### src/rtl/sfs_consts.vh
/*
 * constants for the serial flash pin front end: opcodes, widths, phase counts.
 * assumes inclusion by the front end, its shift register module and the bench.
 */
`ifndef SFS_CONSTS_VH
`define SFS_CONSTS_VH

// ===========================================================================
// opcode values seen on the serial input
`define SFS_OP_DUAL_READ    8'h3b
`define SFS_OP_DUAL_PROG    8'ha2
`define SFS_OP_READ         8'h03

// ===========================================================================
// phase lengths in bits
`define SFS_CMD_BITS        4'h8
`define SFS_ADDR_BITS       5'h18
`define SFS_DUMMY_BITS      4'h8
`define SFS_BYTE_BITS       4'h8

// ===========================================================================
// reset values
`define SFS_BYTE_ZERO       8'h00
`define SFS_ADDR_ZERO       24'h000000

`endif

### src/rtl/sfs_shift_out.v
/*
 * output shift register for read data, single or dual lane.
 * assumes advance strobes come from the front end on falling serial clock edges.
 */
`timescale 1ns/100ps
`include "sfs_consts.vh"

module sfs_shift_out
(
   input  wire       clk_sys,
   input  wire       rst_n,
   input  wire       load,
   input  wire [7:0] loadByte,
   input  wire       advance,
   input  wire       dualMode,
   output wire       bitHi,
   output wire       bitLo
);

   reg [7:0] shiftReg_ff;
   reg [7:0] nxt_shiftReg;

   // ========================================================================
   // shift msb first, two bits per step in dual mode
   always @*
   begin
      nxt_shiftReg = shiftReg_ff;
      if (load)
         nxt_shiftReg = loadByte;
      else if (advance && dualMode)
         nxt_shiftReg = {shiftReg_ff[5:0], 2'h0};
      else if (advance)
         nxt_shiftReg = {shiftReg_ff[6:0], 1'h0};
   end

   always @(posedge clk_sys)
   begin
      if (!rst_n)
         shiftReg_ff <= `SFS_BYTE_ZERO;
      else
         shiftReg_ff <= nxt_shiftReg;
   end

   assign bitHi = shiftReg_ff[7];
   assign bitLo = shiftReg_ff[6];

endmodule // sfs_shift_out

### src/rtl/sfs_spi_front_end.v
/*
 * pin level serial front end of a serial flash: framing, sampling, dual modes,
 * hold and write protect. serial pins are sampled as synchronous inputs of
 * clk_sys, which must run well above the serial clock. array and self-timed
 * engine sit outside; they supply read bytes and the busy flag.
 */
`timescale 1ns/100ps
`include "sfs_consts.vh"

module sfs_spi_front_end
(
   input  wire        clk_sys,
   input  wire        rst_n,
   input  wire        selectN,
   input  wire        serialClk,
   input  wire        serialIn,
   output wire        serialInOut,
   output wire        serialInOe,
   input  wire        dual_in_data1,
   output wire        serialOut,
   output wire        serialOutOe,
   input  wire        writeProtectN,
   input  wire        holdN,
   input  wire        engineBusy,
   input  wire [7:0]  readByte,
   output wire        readByteReq,
   output reg  [7:0]  opcode_ff,
   output reg         opcodeValid_ff,
   output reg  [23:0] address_ff,
   output reg         addressValid_ff,
   output reg  [7:0]  writeByte_ff,
   output reg         writeByteValid_ff,
   output reg         opEnd_ff,
   output reg         hwLocked_ff,
   output wire        standby
);

   localparam [4:0] ST_IDLE  = 5'h01;
   localparam [4:0] ST_CMD   = 5'h02;
   localparam [4:0] ST_ADDR  = 5'h04;
   localparam [4:0] ST_DUMMY = 5'h08;
   localparam [4:0] ST_DATA  = 5'h10;

   reg  [4:0] state_ff;
   reg  [4:0] nxt_state;
   reg        sclkPrev_ff;
   reg        holdActive_ff;
   reg        nxt_holdActive;
   reg  [4:0] bitCnt_ff;
   reg  [4:0] nxt_bitCnt;
   reg  [7:0] inShift_ff;
   reg  [7:0] nxt_inShift;
   reg  [23:0] nxt_address;
   reg  [7:0] nxt_opcode;
   reg        nxt_opcodeValid;
   reg        nxt_addressValid;
   reg  [7:0] nxt_writeByte;
   reg        nxt_writeByteValid;
   reg        outEn_ff;
   reg        nxt_outEn;
   reg        pendStandby_ff;
   reg        nxt_pendStandby;
   reg        loadOut;
   reg        advOut;
   reg        outFirst_ff;
   reg        nxt_outFirst;

   wire       selected;
   wire       riseRaw;
   wire       fallRaw;
   wire       riseEdge;
   wire       fallEdge;
   wire       isDualRead;
   wire       isDualProg;
   wire       isRead;
   wire       bitHi;
   wire       bitLo;
   wire       byteDone;

   assign selected = ~selectN;
   assign riseRaw  = serialClk & ~sclkPrev_ff;
   assign fallRaw  = ~serialClk & sclkPrev_ff;
   assign riseEdge = riseRaw & selected & ~holdActive_ff;
   assign fallEdge = fallRaw & selected & ~holdActive_ff;
   assign isDualRead = opcode_ff == `SFS_OP_DUAL_READ;
   assign isDualProg = opcode_ff == `SFS_OP_DUAL_PROG;
   assign isRead     = opcode_ff == `SFS_OP_READ;

   // ========================================================================
   // hold tracking
   always @*
   begin
      nxt_holdActive = holdActive_ff;
      // hold starts only selected, clock low
      if (!holdN && selected && !serialClk)
         nxt_holdActive = 1'b1;
      else if (holdN || !selected)
         nxt_holdActive = 1'b0;
   end

   // ========================================================================
   // command, address, data sequencer
   assign byteDone = (bitCnt_ff + (isDualProg ? 5'h2 : 5'h1)) >= {1'b0, `SFS_BYTE_BITS};

   always @*
   begin
      nxt_state          = state_ff;
      nxt_bitCnt         = bitCnt_ff;
      nxt_inShift        = inShift_ff;
      nxt_address        = address_ff;
      nxt_opcode         = opcode_ff;
      nxt_opcodeValid    = 1'b0;
      nxt_addressValid   = 1'b0;
      nxt_writeByte      = writeByte_ff;
      nxt_writeByteValid = 1'b0;
      nxt_outEn          = outEn_ff;
      nxt_outFirst       = outFirst_ff;
      loadOut            = 1'b0;
      advOut             = 1'b0;
      if (!selected)
      begin
         nxt_state  = ST_IDLE;
         nxt_outEn  = 1'b0;
         nxt_bitCnt = 5'h00;
      end
      else
      begin
         case (state_ff)
            ST_IDLE:
            begin
               nxt_state  = ST_CMD;
               nxt_bitCnt = 5'h00;
               nxt_outEn  = 1'b0;
            end
            ST_CMD:
               if (riseEdge)
               begin
                  nxt_inShift = {inShift_ff[6:0], serialIn};
                  nxt_bitCnt  = bitCnt_ff + 5'h1;
                  if (bitCnt_ff == {1'b0, `SFS_CMD_BITS} - 5'h1)
                  begin
                     nxt_opcode      = {inShift_ff[6:0], serialIn};
                     nxt_opcodeValid = 1'b1;
                     nxt_state       = ST_ADDR;
                     nxt_bitCnt      = 5'h00;
                  end
               end
            ST_ADDR:
               if (riseEdge)
               begin
                  nxt_address = {address_ff[22:0], serialIn};
                  nxt_bitCnt  = bitCnt_ff + 5'h1;
                  if (bitCnt_ff == `SFS_ADDR_BITS - 5'h1)
                  begin
                     nxt_addressValid = 1'b1;
                     nxt_bitCnt       = 5'h00;
                     nxt_state        = isRead ? ST_DATA : ST_DUMMY;
                     nxt_outFirst     = 1'b1;
                  end
               end
            ST_DUMMY:
               if (riseEdge)
               begin
                  nxt_bitCnt = bitCnt_ff + 5'h1;
                  if (bitCnt_ff == {1'b0, `SFS_DUMMY_BITS} - 5'h1 || isDualProg)
                  begin
                     nxt_bitCnt = 5'h00;
                     nxt_state  = ST_DATA;
                  end
                  // dual program data starts at once
                  if (isDualProg)
                  begin
                     nxt_inShift = {inShift_ff[5:0], dual_in_data1, serialIn};
                     nxt_bitCnt  = 5'h2;
                  end
               end
            ST_DATA:
            begin
               // shift out only on falling edges
               // write opcodes must not see the output counter
               if (fallEdge && (isRead || isDualRead))
               begin
                  nxt_outEn    = 1'b1;
                  nxt_outFirst = 1'b0;
                  if (outFirst_ff)
                     loadOut = 1'b1;
                  else
                     advOut = 1'b1;
                  nxt_bitCnt = bitCnt_ff + (isDualRead ? 5'h2 : 5'h1);
                  if (!outFirst_ff && bitCnt_ff + (isDualRead ? 5'h2 : 5'h1)
                      >= {1'b0, `SFS_BYTE_BITS})
                  begin
                     loadOut    = 1'b1;
                     advOut     = 1'b0;
                     nxt_bitCnt = 5'h00;
                  end
                  if (outFirst_ff)
                     nxt_bitCnt = 5'h00;
               end
               if (riseEdge && !isDualRead && !isRead)
               begin
                  // two bits per edge in dual program
                  if (isDualProg)
                     nxt_inShift = {inShift_ff[5:0], dual_in_data1, serialIn};
                  else
                     nxt_inShift = {inShift_ff[6:0], serialIn};
                  nxt_bitCnt = bitCnt_ff + (isDualProg ? 5'h2 : 5'h1);
                  if (byteDone)
                  begin
                     nxt_writeByte      = nxt_inShift;
                     nxt_writeByteValid = 1'b1;
                     nxt_bitCnt         = 5'h00;
                  end
               end
            end
            default:
               nxt_state = ST_IDLE;
         endcase
      end
   end

   // ========================================================================
   // standby deferral
   always @*
   begin
      nxt_pendStandby = pendStandby_ff;
      if (selected)
         nxt_pendStandby = 1'b0;
      else if (!selectN && engineBusy)
         nxt_pendStandby = 1'b1;
      else if (!engineBusy)
         nxt_pendStandby = 1'b0;
      else if (sclkPrev_ff && selectN && state_ff != ST_IDLE)
         nxt_pendStandby = 1'b1;
   end

   always @(posedge clk_sys)
   begin
      if (!rst_n)
      begin
         state_ff          <= ST_IDLE;
         sclkPrev_ff       <= 1'b0;
         holdActive_ff     <= 1'b0;
         bitCnt_ff         <= 5'h00;
         inShift_ff        <= `SFS_BYTE_ZERO;
         address_ff        <= `SFS_ADDR_ZERO;
         opcode_ff         <= `SFS_BYTE_ZERO;
         opcodeValid_ff    <= 1'b0;
         addressValid_ff   <= 1'b0;
         writeByte_ff      <= `SFS_BYTE_ZERO;
         writeByteValid_ff <= 1'b0;
         outEn_ff          <= 1'b0;
         outFirst_ff       <= 1'b0;
         opEnd_ff          <= 1'b0;
         pendStandby_ff    <= 1'b0;
         hwLocked_ff       <= 1'b0;
      end
      else
      begin
         state_ff          <= nxt_state;
         sclkPrev_ff       <= serialClk;
         holdActive_ff     <= nxt_holdActive;
         bitCnt_ff         <= nxt_bitCnt;
         inShift_ff        <= nxt_inShift;
         address_ff        <= nxt_address;
         opcode_ff         <= nxt_opcode;
         opcodeValid_ff    <= nxt_opcodeValid;
         addressValid_ff   <= nxt_addressValid;
         writeByte_ff      <= nxt_writeByte;
         writeByteValid_ff <= nxt_writeByteValid;
         outEn_ff          <= nxt_outEn;
         outFirst_ff       <= nxt_outFirst;
         opEnd_ff          <= selectN && state_ff != ST_IDLE;
         pendStandby_ff    <= (selectN && state_ff != ST_IDLE && engineBusy) |
                              (nxt_pendStandby & engineBusy & selectN);
         hwLocked_ff       <= ~writeProtectN;
      end
   end

   sfs_shift_out u_shift_out
   (
      .clk_sys  (clk_sys),
      .rst_n    (rst_n),
      .load     (loadOut),
      .loadByte (readByte),
      .advance  (advOut),
      .dualMode (isDualRead),
      .bitHi    (bitHi),
      .bitLo    (bitLo)
   );

   assign readByteReq = loadOut;
   assign standby     = selectN & ~pendStandby_ff & ~engineBusy;

   // ========================================================================
   // pin drivers
   // hold or deselect floats outputs
   assign serialOutOe = outEn_ff & selected & ~holdActive_ff & ~isDualProg;
   assign serialOut   = bitHi;
   // dual read turns input pin around
   assign serialInOe  = outEn_ff & selected & ~holdActive_ff & isDualRead;
   assign serialInOut = bitLo;

endmodule // sfs_spi_front_end

### config.mk
export PLATFORM = sky130hd
export DESIGN_NAME = sfs_spi_front_end
export DESIGN_NICKNAME = d
export VERILOG_FILES = /design/src/rtl/sfs_shift_out.v /design/src/rtl/sfs_spi_front_end.v
export VERILOG_INCLUDE_DIRS = /design/src /design/src/rtl
export SDC_FILE = /design/constraint.sdc
export NUM_CORES = 1
export LEC_CHECK = 0
export ABC_AREA = 1
export BUFFER_PORTS_ARGS = -buffer_cell sky130_fd_sc_hd__buf_2
export CAP_MARGIN = 20
export CORE_MARGIN = 1.5
export CORE_UTILIZATION = 55
export CTS_CLUSTER_DIAMETER = 60
export DETAILED_ROUTE_END_ITERATION = 12
export PLACE_DENSITY = 0.85
export SETUP_SLACK_MARGIN = 0.1
export SLEW_MARGIN = 20
export SYNTH_ARGS = -nofsm -noshare
export SYNTH_HDL_FRONTEND = slang
export SYNTH_SLANG_ARGS = --single-unit
### constraint.sdc
create_clock -name clk_sys -period 3.3 [get_ports clk_sys]
set_input_delay 0.165 -clock clk_sys [delete_from_list [all_inputs] [get_ports clk_sys]]
set_output_delay 0.165 -clock clk_sys [all_outputs]
set_load 0.03 [all_outputs]
== After elaboration in Yosys (flattened, before gate mapping) ==
Cells that the tools add are included.
Widths: inputs -> output; s select.
Cells by class
  mux-type cells: 57
  bitwise gates (word level): 29
  reductions and logical operators: 39
  $lt $le $gt $ge: 2
  $add $sub $neg: 3
  equal/unequal tests: 21
Operators by type and width (number)
  $mux 5: 19
  $pmux 5 s5: 2
  $mux 8: 4
  $mux 7: 4
  $mux 1: 23
  $pmux 7 s3: 1
  $ne 2x2->1 const B: 9
  $and 1x1->1: 14
  $not 1->1: 14
  $logic_and 1x1->1: 12
  $reduce_or 4->1: 3
  $add 5x2->5: 2
  $eq 5x3->1 const B: 2
  $eq 5x5->1 const B: 2
  $ge 5x4->1 const B: 2
  $reduce_and 5->1: 2
  $eq 8x2->1 const B: 1
  $eq 8x6->1 const B: 1
  $eq 8x8->1 const B: 1
  $reduce_and 4->1: 2
  $reduce_and 7->1: 1
  $logic_not 1->1: 6
  $reduce_and 6->1: 1
  $reduce_bool 2->1: 3
  15 further kinds: 20
Word-level totals
  logic and storage cells: 168
  register bits after elaboration: 75
  output and inout bits: 51
  input bits: 17

== Depth between registers and ports, before layout ==
  word-level depth: 12
  depth in mapped cells: 18
  gate-level depth less buffers: 18

== Modules after synthesis ==
A second synthesis with hierarchy kept.
Unflattened totals
  cell total of the unflattened synthesis: 571
  area, all modules: 3898.7 µm²
Modules (own cells, without submodules)
  sfs_spi_front_end: seq. area each 1341.3 µm², instances 1, cells each 500, area an instance 3423.3 µm²
  sfs_shift_out: seq. area each 160.2 µm², instances 1, cells each 71, area an instance 475.5 µm²

== Worst setup path before layout ==
Ideal clock, no wire load.
  path kind: reg2reg
  from: register opcode_ff[6]
  to: register u_shift_out.shiftReg_ff[0]
  library setup time: 0.071 ns
  path buffers: 0
  slack: 0.565 ns
  arrival time: 2.664 ns
  stages on the path, launching flop included: 17
  clock period less this slack: 2.735 ns
  required time: 3.229 ns
  cells stage by stage: dfxtp_1 -> inv_1 -> nand2_1 -> nor2_1 -> nand2_2 -> ha_1 -> inv_1 -> fa_1 -> inv_1 -> nand3_1 -> nand2_1 -> nand2_1 -> nand3_2 -> inv_2 -> nor2_1 -> nand2_1 -> a21oi_1
Between the ends
  elaborated cells on any way between the ends: 20
  those cells by class: 1 x add/sub; 1 x order compare; 2 x eq/ne; 11 x mux; 5 x reduce/logical
RTL lines
  start: declaration: RTL line sfs_spi_front_end.v:27  | output reg [7:0] opcode_ff,
  start signal: assignment: RTL line sfs_spi_front_end.v:247  | opcode_ff <= `SFS_BYTE_ZERO;
  start signal: assignment: RTL line sfs_spi_front_end.v:266  | opcode_ff <= nxt_opcode;
  $eq 8x6->1 (no source line)
  $mux 2: RTL line sfs_spi_front_end.v:190  | if (!outFirst_ff && bitCnt_ff + (isDualRead ? 5'h2 : 5'h1)
  $add 5x2->5: RTL line sfs_spi_front_end.v:190
  $ge 5x4->1: RTL line sfs_spi_front_end.v:190
  $logic_and 1x1->1: RTL line sfs_spi_front_end.v:190
  $mux 1: RTL line sfs_spi_front_end.v:190
  $mux 1 *: RTL line sfs_spi_front_end.v:181  | if (fallEdge && (isRead || isDualRead))
  $mux 1 *: RTL line sfs_spi_front_end.v:128  | case (state_ff)
  $mux 1 *: RTL line sfs_spi_front_end.v:120  | if (!selected)
  via readByteReq: RTL line sfs_spi_front_end.v:26  | output wire readByteReq,
  $reduce_bool 3->1 (no source line) / $mux 8 (equally long branches)
  end signal: assignment: RTL line sfs_shift_out.v:39  | shiftReg_ff <= `SFS_BYTE_ZERO;
  end signal: assignment: RTL line sfs_shift_out.v:41  | shiftReg_ff <= nxt_shiftReg;
  end: declaration: RTL line sfs_shift_out.v:20  | reg [7:0] shiftReg_ff;
The timed path passes the listed nets; every way through them passes the cells marked *.
A chain may end at the register's enable or synchronous reset.

== Worst setup path in the final report ==
  from: register opcode_ff[7]
  to: output port readByteReq
Between the ends
  word-level cells in the longest chain between the ends: 9
  elaborated cells on any way between the ends: 12
  those cells by class: 1 x add/sub; 1 x order compare; 2 x eq/ne; 5 x mux; 3 x reduce/logical
Ends and longest elaborated chain (RTL line)
  $eq 8x6->1 (no source line)
  $mux 2: sfs_spi_front_end.v:190
  $add 5x2->5: sfs_spi_front_end.v:190
  $ge 5x4->1: sfs_spi_front_end.v:190
  $logic_and 1x1->1: sfs_spi_front_end.v:190
  $mux 1: sfs_spi_front_end.v:190
  $mux 1 *: sfs_spi_front_end.v:181
  $mux 1 *: sfs_spi_front_end.v:128
  $mux 1 *: sfs_spi_front_end.v:120
  end: declaration: sfs_spi_front_end.v:26
Every way passes the cells marked *; elsewhere a longest branch is shown, timed or not.

==> results.tsv <==
metric	value	unit
yosys_warnings	0	
power.leakage	0.002183	uW
slew_headroom	65.45	%
via_count	3872	
arrival	2720	ps
end_kind	output pin	
clkPwrFrac	46.2	%
grt_usage	26.88	%
worstMarginPinSlew	516.4	ps
drt-total-wl	9.529	mm
ant_nets	0	
portBuffers	67	
place_congestion	0.9216	
core_area	0.006756	mm^2
setup_viol	0	
regArea	0.001501	mm^2
crit_path_cell_trace	inv_2, nand2_1, nor2_1, nand2_2, ha_1, inv_1, fa_1, inv_1, nand3_1, nand2_1, nand2_1, nand3_2, inv_2, nor2_1, buf_2	
initial_core_util	56.30	%
worst_slack	416.4	ps
root_buffer	clkbuf_8	
synth_ff_type	dfxtp_1	
cpPeakStageDelay	390	ps
antenna_found_initial	0	
wl_per_cell	13.48	um
mappedNetlistArea	0.003804	mm^2
ys_async_sr_fraction	0	%
cts-htree-levels	3	
sequentialPowerShare	49.3	%
first_pass_iters	5	
synth_common_cells	nand2_1, nor2_1, dfxtp_1	
p_per_area	418.8	mW/mm^2
area_growth	16.81	%
drt-initial-drc-count	206	
cpMostUsedCell	nand2_1	
via_per_inst	5.477	
cts_tree	built	
synth_cell_types	37	
fillers	585	
ys_ff_latch	75	
die_area	0.007424	mm^2
synth_fp_nets	579	
status	finished clean	
drc	0	
intPower	1442	uW
clock-skew-final	15.04	ps
crit_buf_inv	5	
fin_util	65.76	%
rsz0062_at_grt	false	
pin_count	68	
synth_edf_count	0	
num_rows	30	
rrSetupSlack	750	ps
synth.largest_area_cell	dfxtp_1	
crit_type	register to output pin	
combPwrFrac	4.5	%
cpLargestDelayFamily	simple AND/OR/NAND/NOR gates	
yosysMostFrequentCell	nand2_1	
hold_viol	0	
postSynthCellCount	555	
fmax	346.8	MHz
start_kind	register	
max-cap-violations	0	
grt_overflow	0	
insertion_delay	360	ps
nets	646	
grt_max_degree	49	
num_antenna_cells	0	
dp_hpwl	6.863	mm
switching_share	22.50	%
crit_path_top_delay_cell	fa_1	
synth_top_cell_area_share	39.47	%
peakVddDrop	0.3751	mV
syn_avg_cell_area	6.853	um^2
fp.dieH	86.16	um
multi_input_area	0.002014	mm^2
hold_class	input port to register	
die_w	86.16	um
ys_seq_area_share	39.47	%
period_share	87.38	%
post-route-min-period	2884	ps
dp_slack	712.8	ps
grt_pass1_vias	3504	
cts_resized	0	
crit_path_max_fanout	9	
finalSetupTns	0	ps
drv_slew	0	
grt_pass1_wl	15.88	mm
numCtsBuffers	9	
cts_buffer_depth	2	
cts.sinks	75	
drive_gt1_share	20.10	%
synth_area_leaders	dfxtp_1, nand2_1, nor2_1, o21ai_0, nand3_1	
p_switching	418.6	uW
worst_ep_required_time	3130	ps
cts.clk_slew.worst_paths	90	ps
## final cells by class
| class | count | share of cell area [%] |
|---|---|---|
| flip-flops and latches | 75 | 33.79 |
| clock buffers | 10 | 2.872 |
| multi-input cells | 410 | 45.34 |
| well taps | 80 | 2.253 |
| inverters | 52 | 4.393 |
| repair buffers | 74 | 8.843 |
| clock inverters | 6 | 2.506 |
## power groups by stage
stage	Combinational [uW]	Clock (uW)	Sequential (uW)
5_1_grt	93.9	904	917
3_3_place_gp	79.2	0	938
4_1_cts	83.5	861	917
6_report	84.5	860	917
3_5_place_dp	81.5	0	938
2_1_floorplan	51.9	0	940
## repair_timing
action,in CTS,in global routing
buffers inserted,0,3
hold buffers,2,0
endpoints found under the setup margin,0,1
endpoints found under the hold margin,2,0
## cells by family after synthesis
| logic type | share of synthesized area [%] |
|---|---|
| adder cells (fa/ha/maj) | 2.697 |
| XOR/XNOR | 0.8884 |
| flip-flops | 39.47 |
| AND/OR/NAND/NOR | 35.33 |
| AO/OA/AOI/OAI | 14.05 |
| buffers and inverters | 7.566 |
## final timing paths
kind / startpoint / end / cells after the start
hold / removal: serialClk / sclkPrev_ff$_SDFF_PN0_ / 3
setup reg to reg: opcode_ff[7]$_SDFFE_PN0P_ / u_shift_out.shiftReg_ff[5]$_SDFFE_PN0P_ / 16
setup / recovery: opcode_ff[7]$_SDFFE_PN0P_ / readByteReq / 15
hold reg to reg: u_shift_out.shiftReg_ff[0]$_SDFFE_PN0P_ / u_shift_out.shiftReg_ff[0]$_SDFFE_PN0P_ / 2
## through the flow
stage	cell area, um^2	hold slack, ps	power, uW	std cells
2_1_floorplan	3804	236.9	991.5	555
3_3_place_gp	4161	321.9	1017	686
3_5_place_dp	4161	323.1	1019	686
4_1_cts	4420	34.84	1861	704
5_1_grt	4443	58.76	1916	707
6_report	4443	43.62	1861	707
## placed cells by master (no fill, tap or decap), types with 2 or more instances in the layout
cell	instances
buf_2	67
xor2_1	2
nand2_2	5
o21ai_1	15
nand3_1	42
buf_4	5
ha_1	5
nand2_1	110
a21oi_1	41
dfxtp_1	75
fa_1	2
o21ai_0	45
inv_1	39
nor3_1	11
inv_2	13
nor2_1	99
nor2_4	3
nor2_2	5
dlygate4sd3_1	2
bufinv_16	3
nand4_1	4
clkbuf_8	9
nand3_2	7
## layer usage
metal  wire [um]  vias to the layer above  GRT usage, %
met5           0                        -             0
met3         628                       23         6.737
met2        4460                      130         43.66
met1        4218                     1780         33.61
met4         221                        0         12.46
li1            -                     1939             -
## worst reg2reg max path: stages (launching register included)
cell     delay (ps)
dfxtp_1         380
inv_2            50
nand2_1         100
nor2_1           60
nand2_2         110
ha_1            210
inv_1            70
fa_1            390
inv_1           100
nand3_1         110
nand2_1         100
nand2_1          60
nor2_2          160
nand3_2         170
o21ai_1         180
nand3_1          80
a21oi_1         130
## state kept, by name, indices dropped and copies added (netlist names), 5 cells and up
| signal | cells |
|---|---|
| address_ff | 24 |
| bitCnt_ff | 5 |
| inShift_ff | 7 |
| opcode_ff | 8 |
| state_ff | 5 |
| u_shift_out.shiftReg_ff | 8 |
| writeByte_ff | 8 |
Power figures use the tool's default switching activity.
